<file path="src/payload_tail_defines.vh">
// Register offsets, field positions and reset values for the payload tail block.
`ifndef PAYLOAD_TAIL_DEFINES_VH
`define PAYLOAD_TAIL_DEFINES_VH
// Register byte offsets on the APB port.
`define OFS_CTRL 12'h000
`define OFS_DISPATCH 12'h004
`define OFS_CONST 12'h008
`define OFS_SETUP 12'h00c
`define OFS_INV_LO 12'h010
`define OFS_INV_HI 12'h014
`define OFS_DEPTH_LO 12'h018
`define OFS_DEPTH_HI 12'h01c
`define OFS_STATUS 12'h020
// Control register fields.
`define CTRL_STATS_EN 0
`define CTRL_EARLY_DEPTH 1
`define CTRL_CLR_INV 2
`define CTRL_CLR_DEPTH 3
// Length and offset fields are 6 bits, counted in 8-dword units.
`define LEN_W 6
`define LEN_OFS_LSB 8
`define FIELD_ZERO 6'h00
// Dwords in one payload register.
`define DW_PER_REG 4'h8
`define DW_LAST 3'h7
// Reset values.
`define CTRL_RESET 32'h0000_0000
`define CNT_ZERO 64'h0000_0000_0000_0000
`define CNT_ONE 64'h0000_0000_0000_0001
`define DW_ZERO 32'h0000_0000
`define REG_ZERO 7'h00
`define DW_IDX_ZERO 3'h0
`define HANDLE_ZERO 16'h0000
`define RB_ADDR_ZERO 10'h000
// Dispatch start field: the whole payload register index.
`define START_MSB 6
`define START_LSB 0
`endif

</file>
<file path="src/payload_tail.v">
// Pixel shader payload tail assembly and shader invocation statistics.
//
// Implementation choices: the APB slave port and the placing of the registers.
`timescale 1ns/1ps
`default_nettype none
`include "payload_tail_defines.vh"

// How it works
// [RL1] Return-buffer data starts at configured dispatch register; code starts it at the header end when the header is longer.
// [RL2] That start ignores optional header length; code moves it to the header end for a longer header.
// [RL3] Gap before start is padding, written zero.
// [RL4] Optional constant data, 8-dword units, configured.
// [RL5] Setup data appended last, 8-dword units.
// [RL6] Setup read from object's strips-fans entry handle.
// [RL7] Setup content copied through, never reinterpreted.
// [RL8] Attribute zero fills dwords 0 to 3.
// [RL9] Attribute one fills dwords 4 to 7.
// [RL10] Further attributes follow in later registers.
// [RL11] Stats enabled: count each unmasked dispatched pixel.
// [RL12] Early-depth discarded pixels still counted.
// [RL13] Null shader pixels counted unless stats cleared.
// [RL14] Stats off also freezes depth-pass counter.
module payload_tail (
  // System clock and reset.
  input wire CLK_SYS,
  input wire SYS_RST,
  // APB slave port.
  input wire PSEL,
  input wire PENABLE,
  input wire PWRITE,
  input wire [11:0] PADDR,
  input wire [31:0] PWDATA,
  output reg [31:0] PRDATA,
  output reg PREADY,
  output reg PSLVERR,
  // Dispatch request: header length in registers, handle and pixel mask.
  input wire DISP_VALID,
  input wire [6:0] DISP_HDR_REGS,
  input wire [15:0] DISP_SETUP_HANDLE,
  input wire [15:0] DISP_CONST_HANDLE,
  input wire [7:0] DISP_PIXEL_MASK,
  input wire [7:0] DISP_DEPTH_PASS,
  output reg DISP_READY,
  // Return buffer read port: one dword per cycle, data one cycle later.
  output reg RB_RD_EN,
  output reg [15:0] RB_HANDLE,
  output reg [9:0] RB_DW_ADDR,
  input wire [31:0] RB_RD_DATA,
  // Payload write stream toward the thread: register index, dword and data.
  output reg PL_VALID,
  output reg [6:0] PL_REG,
  output reg [2:0] PL_DW,
  output reg [31:0] PL_DATA,
  output reg PL_LAST
);

  // States of the payload tail sequencer, one-hot.
  localparam [3:0] S_IDLE = 4'b0001;
  localparam [3:0] S_PAD = 4'b0010;
  localparam [3:0] S_CONST = 4'b0100;
  localparam [3:0] S_SETUP = 4'b1000;

  // Software state.
  reg [31:0] ctrl_reg; // Statistics and early depth enables.
  reg [6:0] dispatch_start_reg; // Register index where return-buffer data begins.
  reg [`LEN_W-1:0] const_len_reg; // Constant data length in registers.
  reg [`LEN_W-1:0] const_ofs_reg; // Constant read offset in registers.
  reg [`LEN_W-1:0] setup_len_reg; // Setup data length in registers.
  reg [`LEN_W-1:0] setup_ofs_reg; // Setup read offset in registers.
  reg [63:0] inv_cnt_reg; // Shader invocation counter.
  reg [63:0] depth_cnt_reg; // Depth-pass counter.
  // Sequencer state.
  reg [3:0] state_reg;
  reg [6:0] reg_idx_reg; // Payload register being written.
  reg [2:0] dw_reg; // Dword within that register.
  reg [`LEN_W-1:0] left_reg; // Registers left in the current section.
  reg [`LEN_W-1:0] src_reg; // Source register within the entry.
  reg [15:0] setup_handle_reg; // Captured handle of the object.
  reg [15:0] const_handle_reg; // Captured handle of the constant entry.
  // Read pipeline: fetched dword lands one cycle after the request.
  reg rd_pend_reg;
  reg [6:0] rd_reg_idx_reg;
  reg [2:0] rd_dw_reg;
  reg rd_last_reg;
  // Second stage: the buffer answers at the edge after the request, so the
  // dword is sampled one edge later still. Sampling it together with the
  // request would copy whatever the buffer showed before, never the answer.
  reg rd_land_reg; // Fetched dword stands on the read data port now.
  reg [6:0] land_reg_idx_reg; // Payload register of the landing dword.
  reg [2:0] land_dw_reg; // Dword index of the landing dword.
  reg land_last_reg; // Landing dword closes the payload.

  // Per-pixel count of unmasked and depth-passing pixels.
  // An adder chain keeps the per-lane logic in one loop; with eight lanes
  // the chain stays short enough to settle within one clock.
  wire [3:0] pix_count;
  wire [3:0] pass_count;
  wire [3:0] pix_part [0:8];
  wire [3:0] pass_part [0:8];
  assign pix_part[0] = 4'h0;
  assign pass_part[0] = 4'h0;
  genvar g;
  generate
    for (g = 0; g < 8; g = g + 1) begin : g_pix
      // Each unmasked lane adds one, including early-discarded ones.
      assign pix_part[g+1] = pix_part[g] + {3'h0, DISP_PIXEL_MASK[g]}; // see [RL12]
      assign pass_part[g+1] = pass_part[g] + {3'h0, DISP_PIXEL_MASK[g] & DISP_DEPTH_PASS[g]};
    end
  endgenerate
  assign pix_count = pix_part[8];
  assign pass_count = pass_part[8];

  // Bus qualifiers, the dispatch handshake and section end detection.
  // A section ends on the last dword of its last register.
  wire apb_wr = PSEL & PENABLE & PWRITE;
  wire apb_rd = PSEL & PENABLE & ~PWRITE;
  wire stats_en = ctrl_reg[`CTRL_STATS_EN];
  wire take = DISP_VALID & DISP_READY;
  wire dw_end = (dw_reg == `DW_LAST);
  wire sec_end = dw_end & (left_reg == {{(`LEN_W-1){1'b0}}, 1'b1});

  // Address decode: known offsets answer, others report a slave error.
  // The full address is decoded so that no alias answers by accident.
  reg addr_ok;
  always @* begin
    case (PADDR)
      `OFS_CTRL, `OFS_DISPATCH, `OFS_CONST, `OFS_SETUP, `OFS_INV_LO, `OFS_INV_HI,
      `OFS_DEPTH_LO, `OFS_DEPTH_HI, `OFS_STATUS: addr_ok = 1'b1;
      default: addr_ok = 1'b0;
    endcase
  end

  // APB slave: one wait state, then PREADY for a single cycle.
  // A write lands at the first access-phase edge; answering one cycle on
  // keeps every bus output registered, at the cost of one extra bus cycle.
  always @(posedge CLK_SYS or posedge SYS_RST) begin
    if (SYS_RST) begin
      PREADY <= 1'b0;
      PSLVERR <= 1'b0;
      PRDATA <= `DW_ZERO;
      ctrl_reg <= `CTRL_RESET;
      dispatch_start_reg <= `REG_ZERO;
      const_len_reg <= `FIELD_ZERO;
      const_ofs_reg <= `FIELD_ZERO;
      setup_len_reg <= `FIELD_ZERO;
      setup_ofs_reg <= `FIELD_ZERO;
    end else begin
      PREADY <= PSEL & PENABLE & ~PREADY;
      PSLVERR <= PSEL & PENABLE & ~PREADY & ~addr_ok;
      PRDATA <= `DW_ZERO;
      // Clear bits are pulses; they never stick in the register.
      ctrl_reg[`CTRL_CLR_INV] <= 1'b0;
      ctrl_reg[`CTRL_CLR_DEPTH] <= 1'b0;
      if (apb_wr & ~PREADY) begin
        case (PADDR)
          // Only the four control bits exist; the rest of the word is dropped.
          `OFS_CTRL: ctrl_reg <= {28'h0, PWDATA[`CTRL_CLR_DEPTH:`CTRL_STATS_EN]}; // see [RL13]
          // The start index spans the whole payload register index.
          `OFS_DISPATCH: dispatch_start_reg <= PWDATA[`START_MSB:`START_LSB]; // see [RL1]
          `OFS_CONST: begin
            const_len_reg <= PWDATA[`LEN_W-1:0]; // see [RL4]
            const_ofs_reg <= PWDATA[`LEN_OFS_LSB+`LEN_W-1:`LEN_OFS_LSB];
          end
          `OFS_SETUP: begin
            setup_len_reg <= PWDATA[`LEN_W-1:0]; // see [RL5]
            setup_ofs_reg <= PWDATA[`LEN_OFS_LSB+`LEN_W-1:`LEN_OFS_LSB];
          end
          default: begin
            // Counters and status are read-only.
          end
        endcase
      end
      if (apb_rd & ~PREADY) begin
        case (PADDR)
          // Clear bits are pulses and always read back as zero.
          `OFS_CTRL: PRDATA <= {30'h0, ctrl_reg[`CTRL_EARLY_DEPTH:`CTRL_STATS_EN]};
          `OFS_DISPATCH: PRDATA <= {25'h0, dispatch_start_reg};
          `OFS_CONST: PRDATA <= {18'h0, const_ofs_reg, 2'h0, const_len_reg};
          `OFS_SETUP: PRDATA <= {18'h0, setup_ofs_reg, 2'h0, setup_len_reg};
          `OFS_INV_LO: PRDATA <= inv_cnt_reg[31:0];
          `OFS_INV_HI: PRDATA <= inv_cnt_reg[63:32];
          `OFS_DEPTH_LO: PRDATA <= depth_cnt_reg[31:0];
          `OFS_DEPTH_HI: PRDATA <= depth_cnt_reg[63:32];
          `OFS_STATUS: PRDATA <= {28'h0, state_reg};
          default: PRDATA <= `DW_ZERO;
        endcase
      end
    end
  end

  // Statistics: both counters only count up while the statistics enable is set.
  // A clear pulse in the same cycle as a dispatch restarts from that dispatch.
  // Both counters share one enable, so clearing it for a null shader also
  // stops depth-pass counting: the two cannot both stay exact then.
  always @(posedge CLK_SYS or posedge SYS_RST) begin
    if (SYS_RST) begin
      inv_cnt_reg <= `CNT_ZERO;
      depth_cnt_reg <= `CNT_ZERO;
    end else begin
      if (ctrl_reg[`CTRL_CLR_INV])
        inv_cnt_reg <= (take & stats_en) ? {60'h0, pix_count} : `CNT_ZERO;
      else if (take & stats_en)
        inv_cnt_reg <= inv_cnt_reg + {60'h0, pix_count}; // see [RL11] see [RL13]
      if (ctrl_reg[`CTRL_CLR_DEPTH])
        depth_cnt_reg <= (take & stats_en) ? {60'h0, pass_count} : `CNT_ZERO;
      else if (take & stats_en)
        depth_cnt_reg <= depth_cnt_reg + {60'h0, pass_count}; // see [RL14]
    end
  end

  // Sequencer: pad up to the fixed start, then constant, then setup data.
  always @(posedge CLK_SYS or posedge SYS_RST) begin
    if (SYS_RST) begin
      state_reg <= S_IDLE;
      DISP_READY <= 1'b0;
      reg_idx_reg <= `REG_ZERO;
      dw_reg <= `DW_IDX_ZERO;
      left_reg <= `FIELD_ZERO;
      src_reg <= `FIELD_ZERO;
      setup_handle_reg <= `HANDLE_ZERO;
      const_handle_reg <= `HANDLE_ZERO;
      RB_RD_EN <= 1'b0;
      RB_HANDLE <= `HANDLE_ZERO;
      RB_DW_ADDR <= `RB_ADDR_ZERO;
      rd_pend_reg <= 1'b0;
      rd_reg_idx_reg <= `REG_ZERO;
      rd_dw_reg <= `DW_IDX_ZERO;
      rd_last_reg <= 1'b0;
      // Second read stage.
      rd_land_reg <= 1'b0;
      land_reg_idx_reg <= `REG_ZERO;
      land_dw_reg <= `DW_IDX_ZERO;
      land_last_reg <= 1'b0;
      PL_VALID <= 1'b0;
      PL_REG <= `REG_ZERO;
      PL_DW <= `DW_IDX_ZERO;
      PL_DATA <= `DW_ZERO;
      PL_LAST <= 1'b0;
    end else begin
      RB_RD_EN <= 1'b0;
      PL_VALID <= 1'b0;
      PL_LAST <= 1'b0;
      // First read stage: the request stands on the buffer port this cycle.
      rd_pend_reg <= 1'b0;
      rd_land_reg <= rd_pend_reg;
      land_reg_idx_reg <= rd_reg_idx_reg;
      land_dw_reg <= rd_dw_reg;
      land_last_reg <= rd_last_reg;
      // Second read stage: the answer stands now and is copied through
      // untouched, in entry order; its layout belongs to the setup program.
      if (rd_land_reg) begin
        PL_VALID <= 1'b1;
        PL_REG <= land_reg_idx_reg;
        PL_DW <= land_dw_reg;
        PL_DATA <= RB_RD_DATA; // see [RL7] see [RL8] see [RL9]
        PL_LAST <= land_last_reg;
      end
      case (state_reg)
        S_IDLE: begin
          // Ready stays low until both read stages have drained, so a new
          // object's padding can never share a cycle with an old dword.
          DISP_READY <= ~DISP_READY & ~rd_pend_reg & ~rd_land_reg;
          if (take) begin
            DISP_READY <= 1'b0;
            // Handles are held so the request lines may change once taken.
            setup_handle_reg <= DISP_SETUP_HANDLE; // see [RL6]
            const_handle_reg <= DISP_CONST_HANDLE;
            reg_idx_reg <= DISP_HDR_REGS;
            dw_reg <= 3'h0;
            left_reg <= const_len_reg;
            src_reg <= const_ofs_reg;
            // Start moves to the header end only when the header is longer, which skips padding.
            if (DISP_HDR_REGS < dispatch_start_reg)
              state_reg <= S_PAD; // see [RL2]
            else
              state_reg <= S_CONST;
            if (DISP_HDR_REGS > dispatch_start_reg)
              reg_idx_reg <= DISP_HDR_REGS;
            else if (DISP_HDR_REGS == dispatch_start_reg)
              reg_idx_reg <= dispatch_start_reg; // see [RL1]
          end
        end
        S_PAD: begin
          // Padding content is undefined; zeros keep it deterministic.
          // One padding dword per cycle, no buffer read is needed for it.
          PL_VALID <= 1'b1;
          PL_REG <= reg_idx_reg;
          PL_DW <= dw_reg;
          PL_DATA <= `DW_ZERO; // see [RL3]
          dw_reg <= dw_reg + 3'h1;
          if (dw_end) begin
            reg_idx_reg <= reg_idx_reg + 7'h01;
            if (reg_idx_reg + 7'h01 == dispatch_start_reg)
              state_reg <= S_CONST;
          end
        end
        S_CONST: begin
          if (left_reg == `FIELD_ZERO) begin
            // Constant data is optional; go straight to setup.
            state_reg <= S_SETUP;
            left_reg <= setup_len_reg;
            src_reg <= setup_ofs_reg;
          end else begin
            RB_RD_EN <= 1'b1;
            RB_HANDLE <= const_handle_reg;
            RB_DW_ADDR <= {1'b0, src_reg, dw_reg}; // see [RL4]
            rd_pend_reg <= 1'b1;
            rd_reg_idx_reg <= reg_idx_reg;
            rd_dw_reg <= dw_reg;
            // Constant data ends the payload only when no setup data follows.
            rd_last_reg <= sec_end & (setup_len_reg == `FIELD_ZERO);
            dw_reg <= dw_reg + 3'h1;
            if (dw_end) begin
              reg_idx_reg <= reg_idx_reg + 7'h01;
              src_reg <= src_reg + 6'h01;
              left_reg <= left_reg - 6'h01;
            end
          end
        end
        S_SETUP: begin
          if (left_reg == `FIELD_ZERO) begin
            // All setup reads issued; the read stages drain by themselves.
            state_reg <= S_IDLE;
          end else begin
            // Eight dwords per register: attribute pairs, then later registers.
            RB_RD_EN <= 1'b1;
            RB_HANDLE <= setup_handle_reg; // see [RL6]
            RB_DW_ADDR <= {1'b0, src_reg, dw_reg}; // see [RL5] see [RL10]
            rd_pend_reg <= 1'b1;
            rd_reg_idx_reg <= reg_idx_reg;
            rd_dw_reg <= dw_reg;
            rd_last_reg <= sec_end;
            dw_reg <= dw_reg + 3'h1;
            if (dw_end) begin
              reg_idx_reg <= reg_idx_reg + 7'h01;
              src_reg <= src_reg + 6'h01;
              left_reg <= left_reg - 6'h01;
            end
          end
        end
        default: state_reg <= S_IDLE;
      endcase
    end
  end

endmodule // payload_tail
`default_nettype wire

</file>
<file path="config.mk">
export PLATFORM = sky130hd
export DESIGN_NAME = payload_tail
export DESIGN_NICKNAME = d
export VERILOG_FILES = /design/src/payload_tail.v
export VERILOG_INCLUDE_DIRS = /design/src /design/src/src
export SDC_FILE = /design/constraint.sdc
export NUM_CORES = 1
export LEC_CHECK = 0
export BUFFER_PORTS_ARGS = -buffer_cell sky130_fd_sc_hd__buf_4
export CORE_MARGIN = 10
export CORE_UTILIZATION = 50
export CTS_BUF_LIST = sky130_fd_sc_hd__clkbuf_4 sky130_fd_sc_hd__clkbuf_8
export DETAILED_ROUTE_END_ITERATION = 7
export GPL_TIMING_DRIVEN = 0
export PLACE_DENSITY = 0.75
export SYNTH_ARGS = -nofsm -noshare
export SYNTH_HDL_FRONTEND = slang
export SYNTH_SLANG_ARGS = --single-unit
</file>
<file path="constraint.sdc">
create_clock -name CLK_SYS -period 19 [get_ports CLK_SYS]
set_input_delay 0.95 -clock CLK_SYS [delete_from_list [all_inputs] [get_ports CLK_SYS]]
set_output_delay 0.95 -clock CLK_SYS [all_outputs]
set_load 0.05 [all_outputs]
</file>
==> results.sh <==
export IMPL_post_cts_setup_buffer_count=0
export IMPL_io_buffers=219
export IMPL_fin_area_sq_um=21400
export IMPL_hold_viol=0
export IMPL_die_y_um=209
export IMPL_routabilityCongestion=0.982
export IMPL_area_delta_synth_final_pct=19.6
export IMPL_crit_chain="buf_4 > and2_1 > fa_1 > inv_1 > fa_1 > fa_1 > inv_1 > ha_1 > fa_1 > inv_1 > fa_1 > nand2b_1 > a211oi_1 > nand3_1 > clkbuf_1 > nor3_1 > mux2_2"
export IMPL_violations="DRC"
export IMPL_synth_distinct_cells=81
export IMPL_holdCritStartpoint="rd_last_reg"
export IMPL_grt_met3_usage_pct=4.34
export IMPL_synthFlopType="dfrtp_1"
export IMPL_pin_count=243
export IMPL_status="finished with violations"
export IMPL_ir_drop_mv=0.115
export IMPL_synth_edf_count=0
export IMPL_filler_cell_count=2924
export IMPL_cts_tree="built"
export IMPL_clock_latency_ps=620
export IMPL_num_rows=69
export IMPL_cts_repair_resized=0
export IMPL_cp_end_kind="flip-flop"
export IMPL_htreeDepth=2
export IMPL_viasPerCell=6.06
export IMPL_post_route_util_pct=60.3
export IMPL_fin_worst_skew_ps=14.0
export IMPL_ant_nets=0
export IMPL_grt_antenna_before_repair=1
export IMPL_startpoint="DISP_DEPTH_PASS[0]"
export IMPL_dpl_hpwl_um=40800
export IMPL_ys_seq_area_share_pct=48.5
export IMPL_grt_pass1_vias=15000
export IMPL_die_x_um=209
export IMPL_critical_path_class="input pin to flip-flop"
export IMPL_arrival_ps=6290
export IMPL_max_freq_mhz=173
export IMPL_rsz0062_at_grt="false"
export IMPL_yosys_register_bits=346
export IMPL_cpMaxStageDelayCell="fa_1"
export IMPL_syn_area_per_cell_sq_um=10.1
export IMPL_top_usage_layer="met2"
export IMPL_r2r_start="depth_cnt_reg[0]"
export IMPL_setup_viol=0
export IMPL_cpPeakStageDelay_ps=560
export IMPL_routedWlPerCell_um=21.1
export IMPL_ys_warn_count=0
export IMPL_cts_reportedPaths_clkPinSlew_ps=60
export IMPL_syn_inst=1767
export IMPL_clockRootBuffer="clkbuf_8"
export IMPL_numClockSinks=346
export IMPL_postCtsHoldBufs=0
export IMPL_p_leak_nw=9.45
export IMPL_synth_fp_nets=1942
export IMPL_tns_ps=0
export IMPL_rrSetupSlack_ps=15710
export IMPL_pre_cts_slack_ps=12580
export IMPL_grt_max_degree=134
export IMPL_worst_slack_ps=13210
export IMPL_grt_met2_usage_pct=37.8
export IMPL_coreArea_sq_um=35400
export IMPL_multi_input_area_sq_um=8580
export IMPL_timing_hold_ws_ps=376
export IMPL_vias=15400
export IMPL_p_total_mw=2.42
export IMPL_grt_pass1_wl_um=84600
export IMPL_synthTopCellsByArea="dfrtp_1, mux2_2, mux2i_1, a21oi_1, nand2_1"
export IMPL_drive_gt1_share_pct=21.6
export IMPL_numCtsBuffers=55
export IMPL_cp_start_kind="input pin"
export IMPL_cap_violations=0
export IMPL_netlist_area_leader_share_pct=48.3
export IMPL_globalRouteMet1Util_pct=32.6
export IMPL_fin_nets=2221
export IMPL_wl_um=53800
export IMPL_timing_critical_path_mode_cell="fa_1"
export IMPL_cp_required_ps=19500
export IMPL_grt_usage_pct=23.8
export IMPL_path_buf_inv=5
export IMPL_finalCritPeriodShare_pct=30.5
export IMPL_grt_ovfl_total=0
export IMPL_tightest_slew_ps=1180
export IMPL_relSlewSlack_pct=20.4
export IMPL_dpl_cell_area_sq_um=20200
export IMPL_cts_buffer_depth=3
export IMPL_finalCriticalPeriod_ps=5790
export IMPL_critPathTopFamily="adder cells"
export IMPL_final_seq_area_sq_um=8660
export IMPL_dp_cells=2450
export IMPL_start_util_pct=50.5
export IMPL_synth_area_sq_um=17900
export IMPL_yosys_area_top_type="dfrtp_1"
export IMPL_ys_async_sr_fraction_pct=100
export IMPL_remaining_drc_errors=1
export IMPL_dieArea_sq_um=43700
export IMPL_power_density_nw_per_um2=113
export IMPL_dr_pass1_iters=8
export IMPL_stdcell_count=2546
export IMPL_slew_viol_final=0
export IMPL_dr_first_iter_drc_count=1964
export IMPL_min_path_type="flip-flop to flip-flop"
export IMPL_path_max_fanout=10
-- report_power, final --
group,internal (mW),switching [mW]
combinational,0.270,0.513
clock,0.390,0.294
sequential,0.869,0.0802
total,1.53,0.888
-- worst paths after layout --
check / endpoint / cells past startpoint
setup / recovery: depth_cnt_reg[62] / 17
hold / removal: land_last_reg / 0
setup reg to reg: depth_cnt_reg[62] / 9
hold reg to reg: land_last_reg / 0
max in group asynchronous: PRDATA[2] / 4
min in group asynchronous: const_handle_reg[11] / 2
-- synthesized netlist by cell type (4+ instances only) --
| library cell | number |
|---|---|
| clkbuf_1 | 79 |
| nor4_2 | 4 |
| nand2_1 | 154 |
| o31ai_1 | 27 |
| a22o_1 | 6 |
| buf_2 | 10 |
| o22a_1 | 4 |
| a31oi_1 | 7 |
| mux2_2 | 73 |
| or2_2 | 5 |
| o211ai_1 | 6 |
| o21ai_0 | 96 |
| a22oi_1 | 44 |
| a222oi_1 | 9 |
| nor4_1 | 17 |
| xor2_1 | 52 |
| mux4_2 | 5 |
| or4_1 | 25 |
| mux2_4 | 10 |
| a21o_1 | 10 |
| nand4_1 | 62 |
| buf_1 | 8 |
| fa_1 | 10 |
| and2_1 | 16 |
| and3_1 | 22 |
| nor2_1 | 139 |
| nor2b_1 | 15 |
| xnor2_1 | 17 |
| dfrtp_1 | 345 |
| a21oi_1 | 121 |
| mux2i_1 | 74 |
| ha_1 | 28 |
| o22ai_1 | 4 |
| nand3_1 | 61 |
| nor3_1 | 24 |
| nand2b_1 | 8 |
| a211oi_1 | 6 |
| and4_1 | 7 |
| or3_1 | 40 |
| inv_1 | 49 |
| a221oi_1 | 4 |
-- layout by cell type, fill, tap and decap left out, drive strengths merged, types with 6 or more instances in the layout --
cell    instances
clkbuf        165
mux2i          74
a21oi         121
mux2           83
a22oi          44
a222oi          9
ha             28
a21o           10
dfrtp         345
xnor2          17
fa             10
nand4          63
and4            7
or3            40
nor4           23
a22o            6
and2           16
and3           23
nand2b          8
nor2          142
nand3          62
or4            26
o21ai          97
nor3           26
o211ai          6
a211oi          6
nor2b          15
nand2         154
a31oi           7
buf           245
inv            50
xor2           52
o31ai          27
-- logic make-up after synthesis --
kind of cell             count (synthesis)  share of synthesized area (%)
AO/OA/AOI/OAI                          370                           12.9
XOR/XNOR                                69                           3.38
adder cells (fa/ha/maj)                 38                           3.08
buffers and inverters                  152                           3.49
flip-flops                             346                           48.5
multiplexers                           162                           10.2
other                                    1                         0.0210
AND/OR/NAND/NOR                        629                           18.4
-- layout make-up --
type,count,area share [%]
antenna,1,0.0117
clock buffer,85,4.92
tap,461,2.70
clock inverter,10,0.615
timing repair buffer,222,8.08
sequential,346,40.5
multi-input combinational,1269,40.2
inverter,49,0.896
buffer,103,2.06
-- layer usage --
layer  up-vias  part of all wire [%]
met3        94                   9.1
met1      7584                    42
met4         0                   2.5
li1       6983                     -
met5         -                     0
met2       776                    47
Note: power is estimated with default switching activity, not from simulation.
